==> src/include/irq_wake_pkg.sv <==
package irq_wake_pkg;
    localparam int num_sources = 13;
    localparam int src_idx_width = 4;
    localparam int usb_src_count = 21;
    localparam logic [7:0] vector_base = 8'h03;
    localparam logic [7:0] vector_step = 8'h08;
    localparam logic [7:0] vector_none = 8'h00;
    // Source index equals natural priority; resume is 0
    localparam logic [3:0] idx_resume = 4'h0;
    localparam logic [3:0] idx_ext0 = 4'h1;
    localparam logic [3:0] idx_timer0 = 4'h2;
    localparam logic [3:0] idx_ext1 = 4'h3;
    localparam logic [3:0] idx_timer1 = 4'h4;
    localparam logic [3:0] idx_uart0 = 4'h5;
    localparam logic [3:0] idx_timer2 = 4'h6;
    localparam logic [3:0] idx_uart1 = 4'h7;
    localparam logic [3:0] idx_usb = 4'h8;
    localparam logic [3:0] idx_serial_bus = 4'h9;
    localparam logic [3:0] idx_ext4 = 4'hA;
    localparam logic [3:0] idx_ext5 = 4'hB;
    localparam logic [3:0] idx_ext6 = 4'hC;
    // Vector slot per source (slot*8+3)
    localparam logic [7:0] slot_of [num_sources] = '{8'h06, 8'h00, 8'h01, 8'h02, 8'h03,
        8'h04, 8'h05, 8'h07, 8'h08, 8'h09, 8'h0A, 8'h0B, 8'h0C};
    localparam int suspend_time_us = 3000;
    localparam int clk_mhz = 25;
    localparam int suspend_cycles = suspend_time_us * clk_mhz;
    localparam int sync_stages = 3;

    typedef enum logic [1:0] {
        pw_run = 2'b00,
        pw_suspended = 2'b01,
        pw_idle = 2'b10
    } power_state_type;

    typedef struct packed {
        logic valid;
        logic [7:0] vector;
        logic [3:0] priority_rank;
        logic high_group;
    } irq_grant_type;

    typedef struct packed {
        logic usb_irq_pending_flag;
        logic resume_irq_flag;
    } flag_view_type;
endpackage : irq_wake_pkg

==> src/rtl/core_interrupt_and_wakeup.sv <==
// Notes on behaviour
// RULE1 - Fixed vectors from 03 spaced by 8
// RULE2 - Resume from wakeup pin or USB core
// RULE3 - Two priority groups, ties by natural rank
// RULE4 - Core drives resume, USB, serial bus sources
// RULE5 - All 21 USB requests share one input
// RULE6 - Suspend request after 3 ms bus silence
// RULE7 - Idle bit after suspend stops the oscillator
// RULE8 - Idle halts until enabled interrupt active
// RULE9 - Wakeup or bus activity restarts oscillator
// RULE10 - Resume on global resume or low wakeup
// RULE11 - Wakeup acts only when suspended and idle
// RULE12 - Software enables resume via enable bit
// RULE13 - Resume flag readable, cleared by zero write
// RULE14 - USB pending flag, enable, zero-write clear
// RULE15 - Pulse shared input per new request
// RULE16 - Flags stay set until software clears
module core_interrupt_and_wakeup #(
    parameter int suspend_count = irq_wake_pkg::suspend_cycles
) (
    input wire logic core_clk_in,
    input wire logic rst_n_in,
    input wire logic [irq_wake_pkg::usb_src_count-1:0] usb_src_set_in,
    input wire logic serial_bus_irq_input_in,
    input wire logic [irq_wake_pkg::num_sources-1:0] other_src_in,
    input wire logic [irq_wake_pkg::num_sources-1:0] src_enable_in,
    input wire logic [irq_wake_pkg::num_sources-1:0] src_high_group_in,
    input wire logic global_enable_in,
    input wire logic bus_activity_in,
    input wire logic global_resume_in,
    input wire logic wakeup_n_in,
    input wire logic idle_request_bit_in,
    input wire logic resume_irq_enable_in,
    input wire logic usb_irq_enable_in,
    input wire logic resume_flag_clear_in,
    input wire logic usb_flag_clear_in,
    output logic shared_usb_irq_input_out,
    output logic serial_bus_irq_input_out,
    output logic suspend_request_out,
    output logic osc_enable_out,
    output logic cpu_halt_out,
    output irq_wake_pkg::flag_view_type flags_out,
    output irq_wake_pkg::irq_grant_type grant_out
);
    localparam int cnt_w = $clog2(suspend_count + 1);
    localparam int n = irq_wake_pkg::num_sources;

    function automatic logic [7:0] vector_of(input logic [3:0] idx);
        vector_of = irq_wake_pkg::vector_base
            + 8'(irq_wake_pkg::slot_of[idx] * irq_wake_pkg::vector_step); // RULE1
    endfunction : vector_of

    // Pin inputs: three stages, change accepted when stages two and three agree
    logic [2:0] wake_sync_q, wake_sync_d;
    logic [2:0] act_sync_q, act_sync_d;
    logic [2:0] gres_sync_q, gres_sync_d;
    logic wake_low_q, wake_low_d;
    logic act_q, act_d;
    logic gres_q, gres_d;

    always_comb begin
        wake_sync_d = {wake_sync_q[1:0], ~wakeup_n_in};
        act_sync_d = {act_sync_q[1:0], bus_activity_in};
        gres_sync_d = {gres_sync_q[1:0], global_resume_in};
        wake_low_d = (wake_sync_q[1] == wake_sync_q[2]) ? wake_sync_q[2] : wake_low_q;
        act_d = (act_sync_q[1] == act_sync_q[2]) ? act_sync_q[2] : act_q;
        gres_d = (gres_sync_q[1] == gres_sync_q[2]) ? gres_sync_q[2] : gres_q;
    end

    always_ff @(posedge core_clk_in or negedge rst_n_in) begin
        if (!rst_n_in) begin
            wake_sync_q <= 3'h0;
            act_sync_q <= 3'h0;
            gres_sync_q <= 3'h0;
            wake_low_q <= 1'b0;
            act_q <= 1'b0;
            gres_q <= 1'b0;
        end else begin
            wake_sync_q <= wake_sync_d;
            act_sync_q <= act_sync_d;
            gres_sync_q <= gres_sync_d;
            wake_low_q <= wake_low_d;
            act_q <= act_d;
            gres_q <= gres_d;
        end
    end

    // Suspend detection and power state
    logic [cnt_w-1:0] idle_cnt_q, idle_cnt_d;
    logic susp_q, susp_d;
    irq_wake_pkg::power_state_type pw_q, pw_d;
    logic wake_event;

    assign wake_event = wake_low_q || act_q || gres_q;

    always_comb begin
        idle_cnt_d = idle_cnt_q;
        susp_d = 1'b0;
        pw_d = pw_q;
        if (act_q) begin
            idle_cnt_d = '0;
        end else if (idle_cnt_q != cnt_w'(suspend_count)) begin
            idle_cnt_d = idle_cnt_q + 1'b1;
            susp_d = (idle_cnt_q == cnt_w'(suspend_count - 1)); // RULE6
        end
        unique case (pw_q)
            irq_wake_pkg::pw_run: begin
                if (susp_q) begin
                    pw_d = irq_wake_pkg::pw_suspended;
                end
            end
            irq_wake_pkg::pw_suspended: begin
                if (idle_request_bit_in) begin
                    pw_d = irq_wake_pkg::pw_idle; // RULE7
                end else if (act_q) begin
                    pw_d = irq_wake_pkg::pw_run;
                end
            end
            irq_wake_pkg::pw_idle: begin
                if (wake_event) begin
                    pw_d = irq_wake_pkg::pw_run; // RULE9 RULE11
                end
            end
            default: pw_d = irq_wake_pkg::pw_run;
        endcase
    end

    always_ff @(posedge core_clk_in or negedge rst_n_in) begin
        if (!rst_n_in) begin
            idle_cnt_q <= '0;
            susp_q <= 1'b0;
            pw_q <= irq_wake_pkg::pw_run;
        end else begin
            idle_cnt_q <= idle_cnt_d;
            susp_q <= susp_d;
            pw_q <= pw_d;
        end
    end

    // Interrupt latches
    logic [irq_wake_pkg::usb_src_count-1:0] usb_prev_q, usb_prev_d;
    logic usb_flag_q, usb_flag_d;
    logic res_flag_q, res_flag_d;
    logic usb_pulse_q, usb_pulse_d;
    logic sb_prev_q, sb_prev_d;
    logic sb_pulse_q, sb_pulse_d;
    logic [n-1:0] req;
    logic new_usb;
    logic resume_set;

    always_comb begin
        usb_prev_d = usb_src_set_in;
        sb_prev_d = serial_bus_irq_input_in;
        new_usb = |(usb_src_set_in & ~usb_prev_q); // RULE5
        usb_pulse_d = new_usb; // RULE15
        sb_pulse_d = serial_bus_irq_input_in && !sb_prev_q;
        resume_set = (pw_q == irq_wake_pkg::pw_idle) && (wake_low_q || gres_q); // RULE10 RULE2
        // Set wins over a same-cycle clear
        usb_flag_d = usb_pulse_q || (usb_flag_q && !usb_flag_clear_in); // RULE14 RULE16
        res_flag_d = resume_set || (res_flag_q && !resume_flag_clear_in); // RULE13 RULE16
    end

    always_ff @(posedge core_clk_in or negedge rst_n_in) begin
        if (!rst_n_in) begin
            usb_prev_q <= '0;
            usb_flag_q <= 1'b0;
            res_flag_q <= 1'b0;
            usb_pulse_q <= 1'b0;
            sb_prev_q <= 1'b0;
            sb_pulse_q <= 1'b0;
        end else begin
            usb_prev_q <= usb_prev_d;
            usb_flag_q <= usb_flag_d;
            res_flag_q <= res_flag_d;
            usb_pulse_q <= usb_pulse_d;
            sb_prev_q <= sb_prev_d;
            sb_pulse_q <= sb_pulse_d;
        end
    end

    // Priority resolution
    irq_wake_pkg::irq_grant_type grant_q, grant_d;

    always_comb begin
        req = other_src_in & src_enable_in;
        req[irq_wake_pkg::idx_resume] = res_flag_q && resume_irq_enable_in; // RULE12 RULE4
        req[irq_wake_pkg::idx_usb] = usb_flag_q && usb_irq_enable_in; // RULE4
        req[irq_wake_pkg::idx_serial_bus] = sb_pulse_q || other_src_in[irq_wake_pkg::idx_serial_bus];
        req[irq_wake_pkg::idx_serial_bus] = req[irq_wake_pkg::idx_serial_bus]
            && src_enable_in[irq_wake_pkg::idx_serial_bus];
        if (!global_enable_in) begin
            req = '0;
        end
        grant_d = '0;
        for (int i = n - 1; i >= 0; i--) begin
            if (req[i] && !src_high_group_in[i] && !grant_d.high_group) begin
                grant_d.valid = 1'b1;
                grant_d.priority_rank = 4'(i);
                grant_d.vector = vector_of(4'(i));
            end
        end
        for (int i = n - 1; i >= 0; i--) begin
            if (req[i] && src_high_group_in[i]) begin
                grant_d = '{valid: 1'b1, vector: vector_of(4'(i)), priority_rank: 4'(i),
                    high_group: 1'b1}; // RULE3
            end
        end
    end

    always_ff @(posedge core_clk_in or negedge rst_n_in) begin
        if (!rst_n_in) begin
            grant_q <= '0;
        end else begin
            grant_q <= grant_d;
        end
    end

    assign shared_usb_irq_input_out = usb_pulse_q;
    assign serial_bus_irq_input_out = sb_pulse_q;
    assign suspend_request_out = susp_q;
    assign osc_enable_out = (pw_q != irq_wake_pkg::pw_idle); // RULE7
    assign cpu_halt_out = (pw_q == irq_wake_pkg::pw_idle) && !(|req); // RULE8
    assign flags_out = '{usb_irq_pending_flag: usb_flag_q, resume_irq_flag: res_flag_q};
    assign grant_out = grant_q;

    suspend_after_silence_a: assert property (@(posedge core_clk_in) disable iff (!rst_n_in)
        $rose(susp_q) |-> $past(idle_cnt_q) == cnt_w'(suspend_count - 1)) // RULE6
        else $error("suspend request at wrong count");
    osc_stops_idle_a: assert property (@(posedge core_clk_in) disable iff (!rst_n_in)
        (pw_q == irq_wake_pkg::pw_suspended && idle_request_bit_in) |=> !osc_enable_out) // RULE7
        else $error("oscillator not stopped after idle bit");
    wake_restarts_a: assert property (@(posedge core_clk_in) disable iff (!rst_n_in)
        (pw_q == irq_wake_pkg::pw_idle && wake_low_q) |=> osc_enable_out) // RULE9
        else $error("oscillator not restarted by wakeup");
    resume_flag_set_a: assert property (@(posedge core_clk_in) disable iff (!rst_n_in)
        (pw_q == irq_wake_pkg::pw_idle && gres_q) |=> res_flag_q) // RULE10
        else $error("resume flag not set");
    resume_sticky_a: assert property (@(posedge core_clk_in) disable iff (!rst_n_in)
        (res_flag_q && !resume_flag_clear_in) |=> res_flag_q) // RULE16
        else $error("resume flag dropped without clear");
    usb_flag_pulse_a: assert property (@(posedge core_clk_in) disable iff (!rst_n_in)
        shared_usb_irq_input_out |=> flags_out.usb_irq_pending_flag) // RULE14
        else $error("usb flag not set by pulse");
    usb_pulse_new_a: assert property (@(posedge core_clk_in) disable iff (!rst_n_in)
        (|(usb_src_set_in & ~usb_prev_q)) |=> shared_usb_irq_input_out) // RULE15
        else $error("no pulse for new usb request");
    halt_until_irq_a: assert property (@(posedge core_clk_in) disable iff (!rst_n_in)
        cpu_halt_out |-> (!grant_d.valid && !osc_enable_out)) // RULE8
        else $error("halt held with interrupt active");
    high_group_wins_a: assert property (@(posedge core_clk_in) disable iff (!rst_n_in)
        (|(req & src_high_group_in)) |=> grant_out.high_group && grant_out.valid) // RULE3
        else $error("high group not preferred");
    usb_vector_a: assert property (@(posedge core_clk_in) disable iff (!rst_n_in)
        (req == (n'(1) << irq_wake_pkg::idx_usb)) |=> grant_out.vector == 8'h43) // RULE1
        else $error("usb vector wrong");
endmodule : core_interrupt_and_wakeup

==> config.mk <==
export PLATFORM = sky130hd
export DESIGN_NAME = core_interrupt_and_wakeup
export DESIGN_NICKNAME = d
export VERILOG_FILES = /design/src/include/irq_wake_pkg.sv /design/src/rtl/core_interrupt_and_wakeup.sv
export SDC_FILE = /design/constraint.sdc
export NUM_CORES = 1
export LEC_CHECK = 0
export ABC_CLOCK_PERIOD_IN_PS = 4050
export BUFFER_PORTS_ARGS = -buffer_cell sky130_fd_sc_hd__buf_2
export CAP_MARGIN = 20
export CORE_MARGIN = 8
export CORE_UTILIZATION = 40
export DETAILED_ROUTE_END_ITERATION = 12
export GPL_TIMING_DRIVEN = 0
export RECOVER_POWER = 100
export SYNTH_ARGS = -nofsm -noshare
export SYNTH_HDL_FRONTEND = slang
export SYNTH_SLANG_ARGS = --single-unit
==> constraint.sdc <==
create_clock -name core_clk_in -period 4.05 [get_ports core_clk_in]
set_input_delay 0.2025 -clock core_clk_in [delete_from_list [all_inputs] [get_ports core_clk_in]]
set_output_delay 0.2025 -clock core_clk_in [all_outputs]
set_load 0.02 [all_outputs]
# Word-level counts from Yosys, hierarchy flattened
# Index checks and enable logic that the tools add are counted.
[totals] regBits=72 in_bits=72 out_inout_bits=21
[classes] n_addsub=1 eq_ne=11 mux=36 n_bitwise=4 reduce_logical=62
[op_table] cell="13-bit two-way mux" count=14
[op_table] cell="14-bit two-way mux" count=13
[op_table] cell="1-bit logical AND" count=34
[op_table] cell="17-bit two-way mux" count=2
[op_table] cell="21-bit AND" count=1
[op_table] cell="21-bit inverter" count=1
[op_table] cell="21-bit OR reduction" count=1
[op_table] cell="17-bit by 1-bit adder with 17-bit output, second input constant" count=1
[op_table] cell="17-bit == test, second input constant" count=1
[op_table] cell="1-bit zero test" count=17
[op_table] cell="17-bit inequality test, second input constant" count=1
[op_table] cell="13-bit AND" count=1
[op_table] cell="13-bit OR reduction" count=1
[op_table] cell="2-bit two-way mux" count=4
[op_table] cell="1-bit logical OR" count=6
[op_table] cell="2-bit inequality test, second input constant" count=3
[op_table] cell="2-bit one-hot mux with 3 select lines" count=1
[op_table] cell="1-bit == test" count=3
[op_table] cell="3-bit inequality test, second input constant" count=1
[op_table] cell="3-bit AND reduction" count=1
[op_table] cell="2-bit by 1-bit == test with 1-bit output, second input constant" count=1
[op_table] cell="2-bit == test, second input constant" count=1
[op_table] cell="2-bit zero test" count=1
[op_table] cell="1-bit two-way mux" count=2
[op_table] cell="2 further kinds" count=2

# Depth between registers and ports, before layout
# Gate-level depths: netlist of run 1.
[logic_depth] word_depth=30 mapped_depth=8 ltp_nobuf=6

# Worst setup path before layout of run 1
# OpenSTA, ideal clock, no wires.
[synth_timing] path_type="register -> output" from="register res_flag_q" to="output cpu_halt_out" arrival_time_ps=1781 t_required_ps=3848 setup_slack_ps=2067 path_stages_with_launch=6 cell_sequence="dfrtp_1 -> and4_4 -> or2_4 -> or4_4 -> nor2_4 -> and4b_1"
[synth_via] elab_chain_cells=5
[synth_rtl] element="start: declaration" line="core_interrupt_and_wakeup.sv:143" source="logic res_flag_q, res_flag_d;"
[synth_rtl] element="start signal: assignment" line="core_interrupt_and_wakeup.sv:174" source="res_flag_q <= res_flag_d;"
[synth_rtl] element="1-bit logical AND" line="core_interrupt_and_wakeup.sv:186" source="req[irq_wake_pkg::idx_resume] = res_flag_q && resume_irq_enable_in;"
[synth_rtl] element="13-bit two-way mux" line="core_interrupt_and_wakeup.sv:191" source="if (!global_enable_in) begin"
[synth_rtl] element="13-bit OR reduction" line="core_interrupt_and_wakeup.sv:222" source="assign cpu_halt_out = (pw_q == irq_wake_pkg::pw_idle) && !(|req);"
[synth_rtl] element="1-bit zero test" line="core_interrupt_and_wakeup.sv:222"
[synth_rtl] element="1-bit logical AND" line="core_interrupt_and_wakeup.sv:222"
[synth_rtl] element="end: declaration" line="core_interrupt_and_wakeup.sv:41" source="output logic cpu_halt_out,"
# Every way passes these cells.

# Worst setup path in the final report of run 1
# Ends and elaborated chain as after synthesis.

==> flow_summary.json, run 1 <==
{
  "die-area_sq_mm": 0.01145,
  "holdPathEnd": "res_flag_q",
  "gp_congestion": 0.9147,
  "synth_seq_area_share": 0.5059,
  "power_switching_mw": 0.4157,
  "via_per_inst": 5.276,
  "fillers": 769,
  "area_growth_pct": 29.75,
  "worstSetupPathType": "reg2out",
  "drtIter0Drc": 128,
  "finalCritPeriodShare": 0.6822,
  "r2r-start": "res_flag_q",
  "whs_path_depth": 2,
  "crit_family": "simple AND/OR/NAND/NOR gates",
  "relSlewSlack": -0.07843,
  "io_pins": 93,
  "place_hpwl_mm": 6.507,
  "outcome": "finished, violations left",
  "routed_wirelength_mm": 8.751,
  "timing_hold_violations_final": 0,
  "violations": "max-capacitance violations, max-slew violations",
  "path_cells": "and4_1, or2_0, or4_4, nor2_1, and4b_1, clkbuf_1",
  "grt_pass1_wl_mm": 14.53,
  "p_int_mw": 1.173,
  "fin_nets": 525,
  "cp_data_required_time_ns": 3.85,
  "startpoint_type": "flip-flop",
  "worst_slew_pin_slew_ns": 1.618,
  "drive_above_1_share": 0.1754,
  "rsz0062_at_grt": "no",
  "numCtsBuffers": 9,
  "worst-path-buf-inv": 1,
  "core.rowCount": 33,
  "grt_max_degree": 68,
  "cts_buffer_depth": 2,
  "overflow": 0,
  "cp_max_fo": 6,
  "max_cap_viol_count": 1,
  "ys.flop_type": "dfrtp_1",
  "slew_violations": 68,
  "r2r-end": "grant_out[0]",
  "synth-seq-cells": 67,
  "htreeDepth": 3,
  "cts_tree": "yes",
  "drtAntennaViolNets": 0,
  "dpl_cell_area_sq_mm": 0.003877,
  "io_buffer_count": 85,
  "hp-class": "in2reg",
  "swShare": 0.2616,
  "cts_setup_buffers": 0,
  "drtPass1Iterations": 5,
  "r2r_cells": 5,
  "path_clk_slew_ns": 0.07,
  "pwr-share-clk": 0.391,
  "synth_cell_types": 58,
  "grt_pass1_vias": 3031,
  "fin_setup_tns_ns": 0,
  "vias": 2960,
  "syn_inst": 328,
  "slowest_delay_ns": 0.52,
  "holdWs_ns": 0.05554,
  "antennaDiodeCount": 0,
  "cp.arrival_ns": 2.56,
  "yosys_warnings": 0,
  "final_area_sq_mm": 0.004300,
  "wire_per_inst_microns": 15.60,
  "syn_area_sq_mm": 0.003314,
  "fmax_mhz": 361.9,
  "core_sq_mm": 0.008134,
  "insertion_delay_ns": 0.34,
  "cts_resized": 0,
  "synth-async-reset-ratio": 1.000,
  "final-setup-viol-count": 0,
  "start_util": 0.4075,
  "clock-root-buffer": "clkbuf_8",
  "die_w_microns": 107.0,
  "reg2reg_slack_ns": 2.09,
  "antenna_found_initial": 0,
  "grt_use_total": 0.1579,
  "leakagePower_nw": 2.013,
  "ir_drop_v": 0.0002381,
  "syn_area_per_cell_sq_um": 10.10,
  "pwr_density_cell_mw_per_mm2": 369.5,
  "critPathSlowestCell": "or4_4",
  "hold_start": "resume_flag_clear_in",
  "endpoint_kind": "output pin",
  "seq_power_share": 0.456,
  "min_period_ns": 2.763,
  "synth_edf_count": 0,
  "die_h_microns": 107.0,
  "cts_sinks": 67,
  "clock_skew_ns": 0.01165,
  "combPwrFrac": 0.153,
  "drcViolationCount": 0
}
registers in the layout, indices dropped and copies added, names as in the netlist, 2 cells and up:
signal	count
usb_prev_q	21
pw_q	2
grant_out	9
wake_sync_q	3
gres_sync_q	3
idle_cnt_q	17
act_sync_q	3
cell type report:
| cell class | instances | area, sq um | area share |
|---|---|---|---|
| tap | 105 | 131.4 | 0.03055 |
| clock buffer | 10 | 137.6 | 0.03200 |
| multi-input combinational | 221 | 1429 | 0.3323 |
| inverter | 26 | 97.59 | 0.02269 |
| timing repair buffer | 111 | 638.1 | 0.1484 |
| buffer | 15 | 101.3 | 0.02357 |
| clock inverter | 6 | 88.84 | 0.02066 |
| sequential | 67 | 1677 | 0.3899 |
logic make-up (layout without fill, tap and decap cells):
kind of cell	Yosys count	in the layout	share of synthesized area
fa+ha+maj	5	5	0.01661
xor+xnor	13	13	0.03435
buf+inv	41	168	0.06040
compound gates	53	53	0.1046
other cells	1	2	0.001131
simple gates	145	145	0.2676
flops	67	67	0.5059
mux	3	3	0.009438
worst register-to-register path: stages, from the launching register on:
cell and delay (ns):
dfrtp_1 0.44, and4_1 0.29, or2_0 0.32, or4_4 0.52
nor2_1 0.18, nand2_1 0.07
metrics by stage:
stage	worst slack [ns]	cells	power, mW	utilization
floorplan	2.067	329	0.8667	-
global placement	1.862	519	0.9703	0.4764
detailed placement	1.864	519	0.9732	0.4767
CTS	1.515	561	1.620	0.5365
global route	1.126	561	1.666	0.5287
finish	1.287	561	1.589	0.5287
worst max-delay path by stage:
stage / slack (ns) / from / end / depth (start not counted)
global route: 1.13 / res_flag_q / cpu_halt_out / 6
finish: 1.29 / res_flag_q / cpu_halt_out / 6
floorplan: 2.07 / res_flag_q / cpu_halt_out / 5
CTS: 1.52 / res_flag_q / cpu_halt_out / 6
detailed placement: 1.86 / global_enable_in / cpu_halt_out / 8
global placement: 1.86 / global_enable_in / cpu_halt_out / 8
cells in the mapped netlist (all sizes together) (2+ instances only):
cell	count	area, sq um
nand2b	4	25.02
a21oi	11	55.05
and4b	10	100.1
o2111ai	2	17.52
nand2	20	75.07
nor2b	4	25.02
nor4b	3	32.53
inv	26	97.59
and3	7	43.79
nand4	16	106.4
xnor2	4	35.03
o22ai	12	75.07
or2	2	15.02
nor3	6	30.03
ha	2	25.02
maj3	3	30.03
nand3	12	60.06
a21o	3	22.52
nor4	5	31.28
nand4b	7	67.56
a31oi	3	18.77
and4	9	83.83
a211oi	2	15.01
o21ai	9	45.04
nor2	32	127.6
clkbuf	4	15.01
mux2i	2	20.02
xor2	9	78.83
buf	11	87.58
or4	4	33.78
dfrtp	67	1677
cell usage in the layout, fill, tap and decap left out, types with 4 or more instances in the layout:
| master | instances |
|---|---|
| nor3_1 | 6 |
| clkbuf_1 | 43 |
| dfrtp_1 | 67 |
| xor2_1 | 9 |
| and4_1 | 8 |
| nor2_1 | 32 |
| inv_1 | 26 |
| nand2_1 | 20 |
| nor4_1 | 5 |
| nand4_1 | 15 |
| o22ai_1 | 12 |
| and4b_1 | 10 |
| o21ai_0 | 7 |
| nor2b_1 | 4 |
| xnor2_1 | 4 |
| nand3_1 | 12 |
| and3_1 | 7 |
| clkbuf_8 | 10 |
| a21oi_1 | 11 |
| nand2b_1 | 4 |
| buf_2 | 45 |
| nand4b_1 | 6 |
| dlygate4sd3_1 | 26 |
| buf_4 | 8 |
metal layers:
layer / vias up / global-route usage / wire length [microns]
li1: 1440 / - / -
met1: 1412 / 0.1896 / 3721
met2: 95 / 0.2577 / 4203
met3: 13 / 0.04319 / 672
met4: 0 / 0.07236 / 155
met5: - / 0 / 0
power by group through the flow:
stage          clock network (mW)  registers, mW  logic [mW]
2_1_floorplan                   0          0.753       0.114
3_3_place_gp                    0          0.737       0.234
3_5_place_dp                    0          0.738       0.235
4_1_cts                     0.640          0.725       0.255
5_1_grt                     0.666          0.730       0.270
6_report                    0.621          0.725       0.243
what timing repair did:
item | CTS | global route
hold buffers | 26 | 0
hold endpoints to repair | 73 | 0
setup endpoints to repair | 0 | 0
Note: power is estimated with default switching activity, not from simulation.
==> run 2: changes to the inputs <==
--- a/config.mk
+++ b/config.mk
@@ -5,7 +5,7 @@
 export SDC_FILE = /design/constraint.sdc
 export NUM_CORES = 1
 export LEC_CHECK = 0
-export ABC_CLOCK_PERIOD_IN_PS = 4050
+export ABC_CLOCK_PERIOD_IN_PS = 2600
 export BUFFER_PORTS_ARGS = -buffer_cell sky130_fd_sc_hd__buf_2
 export CAP_MARGIN = 20
 export CORE_MARGIN = 8
==> constraint.sdc (replaced) <==
create_clock -name core_clk_in -period 2.6 [get_ports core_clk_in]
set_input_delay 0.13 -clock core_clk_in [delete_from_list [all_inputs] [get_ports core_clk_in]]
set_output_delay 0.13 -clock core_clk_in [all_outputs]
set_load 0.02 [all_outputs]
==> run 2 against run 1 <==
Effect of this change:
- the flow still finishes with violations (max-capacitance violations, max-slew violations)
- sequential share of layout area fell by 0.18 points
- non-clock buffer count rose by 1
- cell count rose by 0.18%
- utilization rose by 0.25 points
- clock power rose by 56%
- worst setup slack got worse by 1.1 ns
- critical path depth did not move
- total power rose by 56%
- clock skew barely moved
==> flow_summary.json, run 2 (synthesis results as in run 1) <==
{
  "power_switching_mw": 0.6487,
  "largest_reg_flops": 21,
  "cts_hold_buffers": 27,
  "cp.arrival_ns": 2.31,
  "die-area_sq_mm": 0.01145,
  "core.rowCount": 33,
  "wire_per_inst_microns": 15.56,
  "routed_wirelength_mm": 8.745,
  "place_hpwl_mm": 6.507,
  "combPwrFrac": 0.154,
  "regArea_sq_mm": 0.001677,
  "io_pins": 93,
  "timing_hold_violations_final": 0,
  "p_int_mw": 1.830,
  "outcome": "finished, violations left",
  "hp-class": "in2reg",
  "path_cells": "and4_4, or2_4, or4_4, nor2_4, and4b_1, clkbuf_2",
  "cts_setup_buffers": 0,
  "grt_pass1_wl_mm": 14.54,
  "fin_nets": 526,
  "dpl.cell_count": 519,
  "finalCritPeriodShare": 0.9374,
  "largest-register": "usb_prev_q",
  "overflow": 0,
  "fillers": 765,
  "critPathSlowestCell": "or4_4",
  "fmax_mhz": 410.3,
  "slowest_delay_ns": 0.52,
  "worstSetupPathType": "reg2out",
  "slew_violations": 68,
  "path_clk_slew_ns": 0.07,
  "seq_power_share": 0.456,
  "relSlewSlack": -0.07637,
  "cp_max_fo": 6,
  "start_util": 0.4075,
  "core_sq_mm": 0.008134,
  "pwr-share-clk": 0.390,
  "antennaDiodeCount": 0,
  "endpoint_kind": "output pin",
  "worst_slew_pin_slew_ns": 1.615,
  "grt_max_degree": 68,
  "cts_buffer_depth": 2,
  "drcViolationCount": 0,
  "area_growth_pct": 30.35,
  "rsz0062_at_grt": "no",
  "grt_pass1_vias": 3030,
  "die_h_microns": 107.0,
  "cts_tree": "yes",
  "fin_setup_tns_ns": 0,
  "leakagePower_nw": 2.022,
  "startpoint_type": "flip-flop",
  "mostFrequentLayoutCell": "dfrtp_1",
  "final-setup-viol-count": 0,
  "multi_input_area_sq_mm": 0.001441,
  "die_w_microns": 107.0,
  "grt_use_total": 0.1579,
  "cp_data_required_time_ns": 2.47,
  "pwr_density_cell_mw_per_mm2": 573.6,
  "max_cap_viol_count": 1,
  "drtIter0Drc": 118,
  "numCtsBuffers": 9,
  "violations": "max-capacitance violations, max-slew violations",
  "swShare": 0.2618,
  "cts_sinks": 67,
  "drive_above_1_share": 0.1816,
  "insertion_delay_ns": 0.34,
  "antenna_found_initial": 0,
  "clock-root-buffer": "clkbuf_8",
  "htreeDepth": 3,
  "clock_skew_ns": 0.01166,
  "drtAntennaViolNets": 0,
  "cts_resized": 0,
  "min_period_ns": 2.437,
  "via_per_inst": 5.302,
  "mostFrequentLayoutCells": "dfrtp_1, buf_2, clkbuf_1",
  "io_buffer_count": 85,
  "gp_congestion": 0.9147,
  "drtPass1Iterations": 6,
  "layoutNonFillerInstCount": 562,
  "vias": 2980,
  "ir_drop_v": 0.0003710
}
run 2: cell types whose count changed in the layout (fill, tap and decap cells not counted), sizes merged:
cell and delta:
clkbuf +1, dlygate4sd3 +1, buf -1
run 2: area by class of cell:
class	count	share of cell area
Inverter	26	0.02259
Tap cell	105	0.03041
Sequential cell	67	0.3881
Clock buffer	10	0.03186
Multi-Input combinational cell	221	0.3336
Timing Repair Buffer	112	0.1503
Buffer	15	0.02259
Clock inverter	6	0.02056
run 2: per-layer routing:
metal	track usage	vias up	share of wire
li1	-	1445	-
met1	0.1896	1416	0.42
met2	0.2577	106	0.48
met3	0.04319	13	0.079
met4	0.07236	0	0.018
met5	0	-	0
run 2: worst paths after layout:
check / slack, ns / startpoint / cells after the start / to
max: 0.16 / res_flag_q / 6 / cpu_halt_out
max reg2reg: 0.81 / res_flag_q / 5 / grant_out[0]
max in group asynchronous: 0.89 / rst_n_in / 2 / usb_prev_q[9]
min: 0.06 / idle_request_bit_in / 3 / pw_q[1]
min reg2reg: 0.35 / wake_sync_q[0] / 0 / wake_sync_q[1]
min in group asynchronous: 0.73 / rst_n_in / 2 / grant_out[3]
run 2: metrics by stage:
| stage | cell area, sq um | total power, mW | hold slack, ns | setup slack (ns) | util |
|---|---|---|---|---|---|
| 3_3_place_gp | 3875 | 1.511 | 0.2455 | 0.5082 | 0.4764 |
| 5_1_grt | 4320 | 2.600 | 0.05701 | 0.04785 | 0.5311 |
| 2_1_floorplan | 3318 | 1.350 | -0.1656 | 0.6893 | - |
| 3_5_place_dp | 3877 | 1.516 | 0.2455 | 0.5246 | 0.4767 |
| 4_1_cts | 4374 | 2.524 | 0.03821 | 0.1378 | 0.5378 |
| 6_report | 4320 | 2.478 | 0.05583 | 0.1629 | 0.5311 |
run 2: power by group through the flow:
stage / logic [mW] / registers (mW) / clock network, mW
after detailed placement: 0.366 / 1.15 / 0
after global placement: 0.364 / 1.15 / 0
after global routing: 0.426 / 1.14 / 1.04
final: 0.383 / 1.13 / 0.966
after CTS: 0.398 / 1.13 / 0.997
after floorplan: 0.177 / 1.17 / 0
run 2: critical path, delay by kind of cell (launching register included):
| kind | cells | cell delay (ns) |
|---|---|---|
| buf+inv | 1 | 0.17 |
| flops | 1 | 0.44 |
| simple gates | 5 | 1.36 |
==> run 3: changes to the inputs <==
--- a/config.mk
+++ b/config.mk
@@ -11,7 +11,6 @@
 export CORE_MARGIN = 8
 export CORE_UTILIZATION = 40
 export DETAILED_ROUTE_END_ITERATION = 12
-export GPL_TIMING_DRIVEN = 0
 export RECOVER_POWER = 100
 export SYNTH_ARGS = -nofsm -noshare
 export SYNTH_HDL_FRONTEND = slang
==> run 3 against run 2 <==
Effect of this change:
- largest cell class unchanged
- total power is 0.58% lower
- hold slack better by 0.011 ns
- utilization is 1.2 points lower
- highest routed layer unchanged
- largest power group unchanged
- the flow still finishes with violations (max-capacitance violations, max-slew violations)
- register-to-register slack better by 0.02 ns
- critical path depth stayed put
- global-route usage is 0.53 points lower
==> flow_summary.json, run 3 (synthesis results as in run 1) <==
{
  "hold_start": "idle_request_bit_in",
  "startpoint_type": "flip-flop",
  "cts_buffer_depth": 2,
  "fin_setup_tns_ns": 0,
  "area_growth_pct": 27.52,
  "wire_per_inst_microns": 15.27,
  "final_area_sq_mm": 0.004227,
  "drcViolationCount": 0,
  "grt_pass1_vias": 3004,
  "antenna_found_initial": 0,
  "r2r-start": "res_flag_q",
  "power_switching_mw": 0.6226,
  "die-area_sq_mm": 0.01145,
  "worstSetupPathType": "reg2out",
  "swShare": 0.2527,
  "fin_nets": 512,
  "slew_violations": 68,
  "cp_max_fo": 6,
  "top_usage_layer": "met2",
  "clock_skew_ns": 0.008324,
  "max_cap_viol_count": 1,
  "overflow": 0,
  "min_period_ns": 2.428,
  "drtIter0Drc": 104,
  "cts_setup_buffers": 0,
  "pwr_density_cell_mw_per_mm2": 582.9,
  "grt_max_degree": 68,
  "die_h_microns": 107.0,
  "fillers": 752,
  "htreeDepth": 3,
  "dpl_cell_area_sq_mm": 0.003785,
  "path_clk_slew_ns": 0.07,
  "largest-register": "usb_prev_q",
  "cp_data_required_time_ns": 2.47,
  "reg2reg_slack_ns": 0.83,
  "leakagePower_nw": 1.982,
  "die_w_microns": 107.0,
  "regArea_sq_mm": 0.001677,
  "grt_use_total": 0.1526,
  "clock-root-buffer": "clkbuf_8",
  "hp-class": "in2reg",
  "fmax_mhz": 411.9,
  "largest_reg_flops": 21,
  "drtAntennaViolNets": 0,
  "combPwrFrac": 0.143,
  "io_pins": 93,
  "vias": 2898,
  "outcome": "finished, violations left",
  "finalCritPeriodShare": 0.9337,
  "core.rowCount": 33,
  "numCtsBuffers": 9,
  "rsz0062_at_grt": "no",
  "cts_sinks": 67,
  "cp.arrival_ns": 2.30,
  "via_per_inst": 5.288,
  "place_hpwl_mm": 6.141,
  "mostFrequentLayoutCells": "dfrtp_1, buf_2, clkbuf_1",
  "start_util": 0.4075,
  "use_met3": 0.05159,
  "relSlewSlack": -0.09007,
  "seq_power_share": 0.462,
  "ir_drop_v": 0.0004226,
  "grtUsageMet1": 0.1901,
  "multi_input_area_sq_mm": 0.001441,
  "violations": "max-capacitance violations, max-slew violations",
  "endpoint_kind": "output pin",
  "io_buffer_count": 86,
  "use_met2": 0.2379,
  "timing_hold_violations_final": 0,
  "insertion_delay_ns": 0.34,
  "core_sq_mm": 0.008134,
  "gp_congestion": 0.8304,
  "final-setup-viol-count": 0,
  "pwr-share-clk": 0.395,
  "mostFrequentLayoutCell": "dfrtp_1",
  "drtPass1Iterations": 4,
  "worst_slew_pin_slew_ns": 1.635,
  "crit_start": "res_flag_q",
  "routed_wirelength_mm": 8.368,
  "grt_pass1_wl_mm": 14.14,
  "drive_above_1_share": 0.1738,
  "p_int_mw": 1.841,
  "antennaDiodeCount": 0,
  "cts_tree": "yes"
}
run 3: cell count changes in the layout (fill, tap and decap cells not counted):
cell           change
buf_2              +6
o21ai_1            -1
clkinv_4           -1
buf_4              -7
clkbuf_2           -2
dlygate4sd3_1      -1
o21ai_0            +1
clkinvlp_4         -1
clkbuf_1           -8
buf_1              +1
buf_6              -2
clkbuf_8           +1
run 3: final timing paths:
check	endpoint	cells after the start
worst max-delay path	cpu_halt_out	6
worst min-delay path	pw_q[1]	3
worst max register to register	grant_out[0]	5
worst min register to register	gres_sync_q[1]	0
max in group asynchronous	grant_out[1]	2
min in group asynchronous	grant_out[3]	2
run 3: layer usage:
metal | up-vias | part of all wire
met3 | 10 | 0.081
met1 | 1364 | 0.43
met5 | - | 0
li1 | 1417 | -
met2 | 107 | 0.47
met4 | 0 | 0.016
run 3: through the flow:
| step | instances | worst slack, ns | utilization | hold WS, ns | power [mW] |
|---|---|---|---|---|---|
| 5_1_grt | 548 | 0.04301 | 0.5196 | 0.05107 | 2.595 |
| 3_5_place_dp | 506 | 0.4307 | 0.4653 | 0.2438 | 1.494 |
| 4_1_cts | 548 | 0.1459 | 0.5253 | 0.01003 | 2.509 |
| 3_3_place_gp | 506 | 0.4578 | 0.4653 | 0.2402 | 1.491 |
| 2_1_floorplan | 329 | 0.6893 | - | -0.1656 | 1.350 |
| 6_report | 548 | 0.1723 | 0.5196 | 0.06645 | 2.464 |
run 3: final cells by class:
| type | count | share of cell area |
|---|---|---|
| tap | 105 | 0.03108 |
| multi-input combinational | 221 | 0.3410 |
| sequential | 67 | 0.3967 |
| clock buffer | 12 | 0.03671 |
| clock inverter | 4 | 0.01717 |
| timing repair buffer | 113 | 0.1542 |
| inverter | 26 | 0.02309 |
run 3: power by group through the flow:
stage          Clock (mW)  Combinational [mW]  Sequential, mW
2_1_floorplan           0               0.177            1.17
3_3_place_gp            0               0.334            1.16
3_5_place_dp            0               0.336            1.16
4_1_cts              1.00               0.367            1.14
5_1_grt              1.06               0.393            1.15
6_report            0.973               0.353            1.14
run 3: what timing repair did:
item / CTS / global route
resized for setup: 0 / 0
hold endpoints to repair: 26 / 0
hold buffers: 26 / 0
run 3: critical path, stage by stage, from the launching register on:
cell,delay [ns]
dfrtp_1,0.44
and4_4,0.23
or2_4,0.27
or4_4,0.52
nor2_4,0.14
and4b_1,0.21
buf_2,0.17
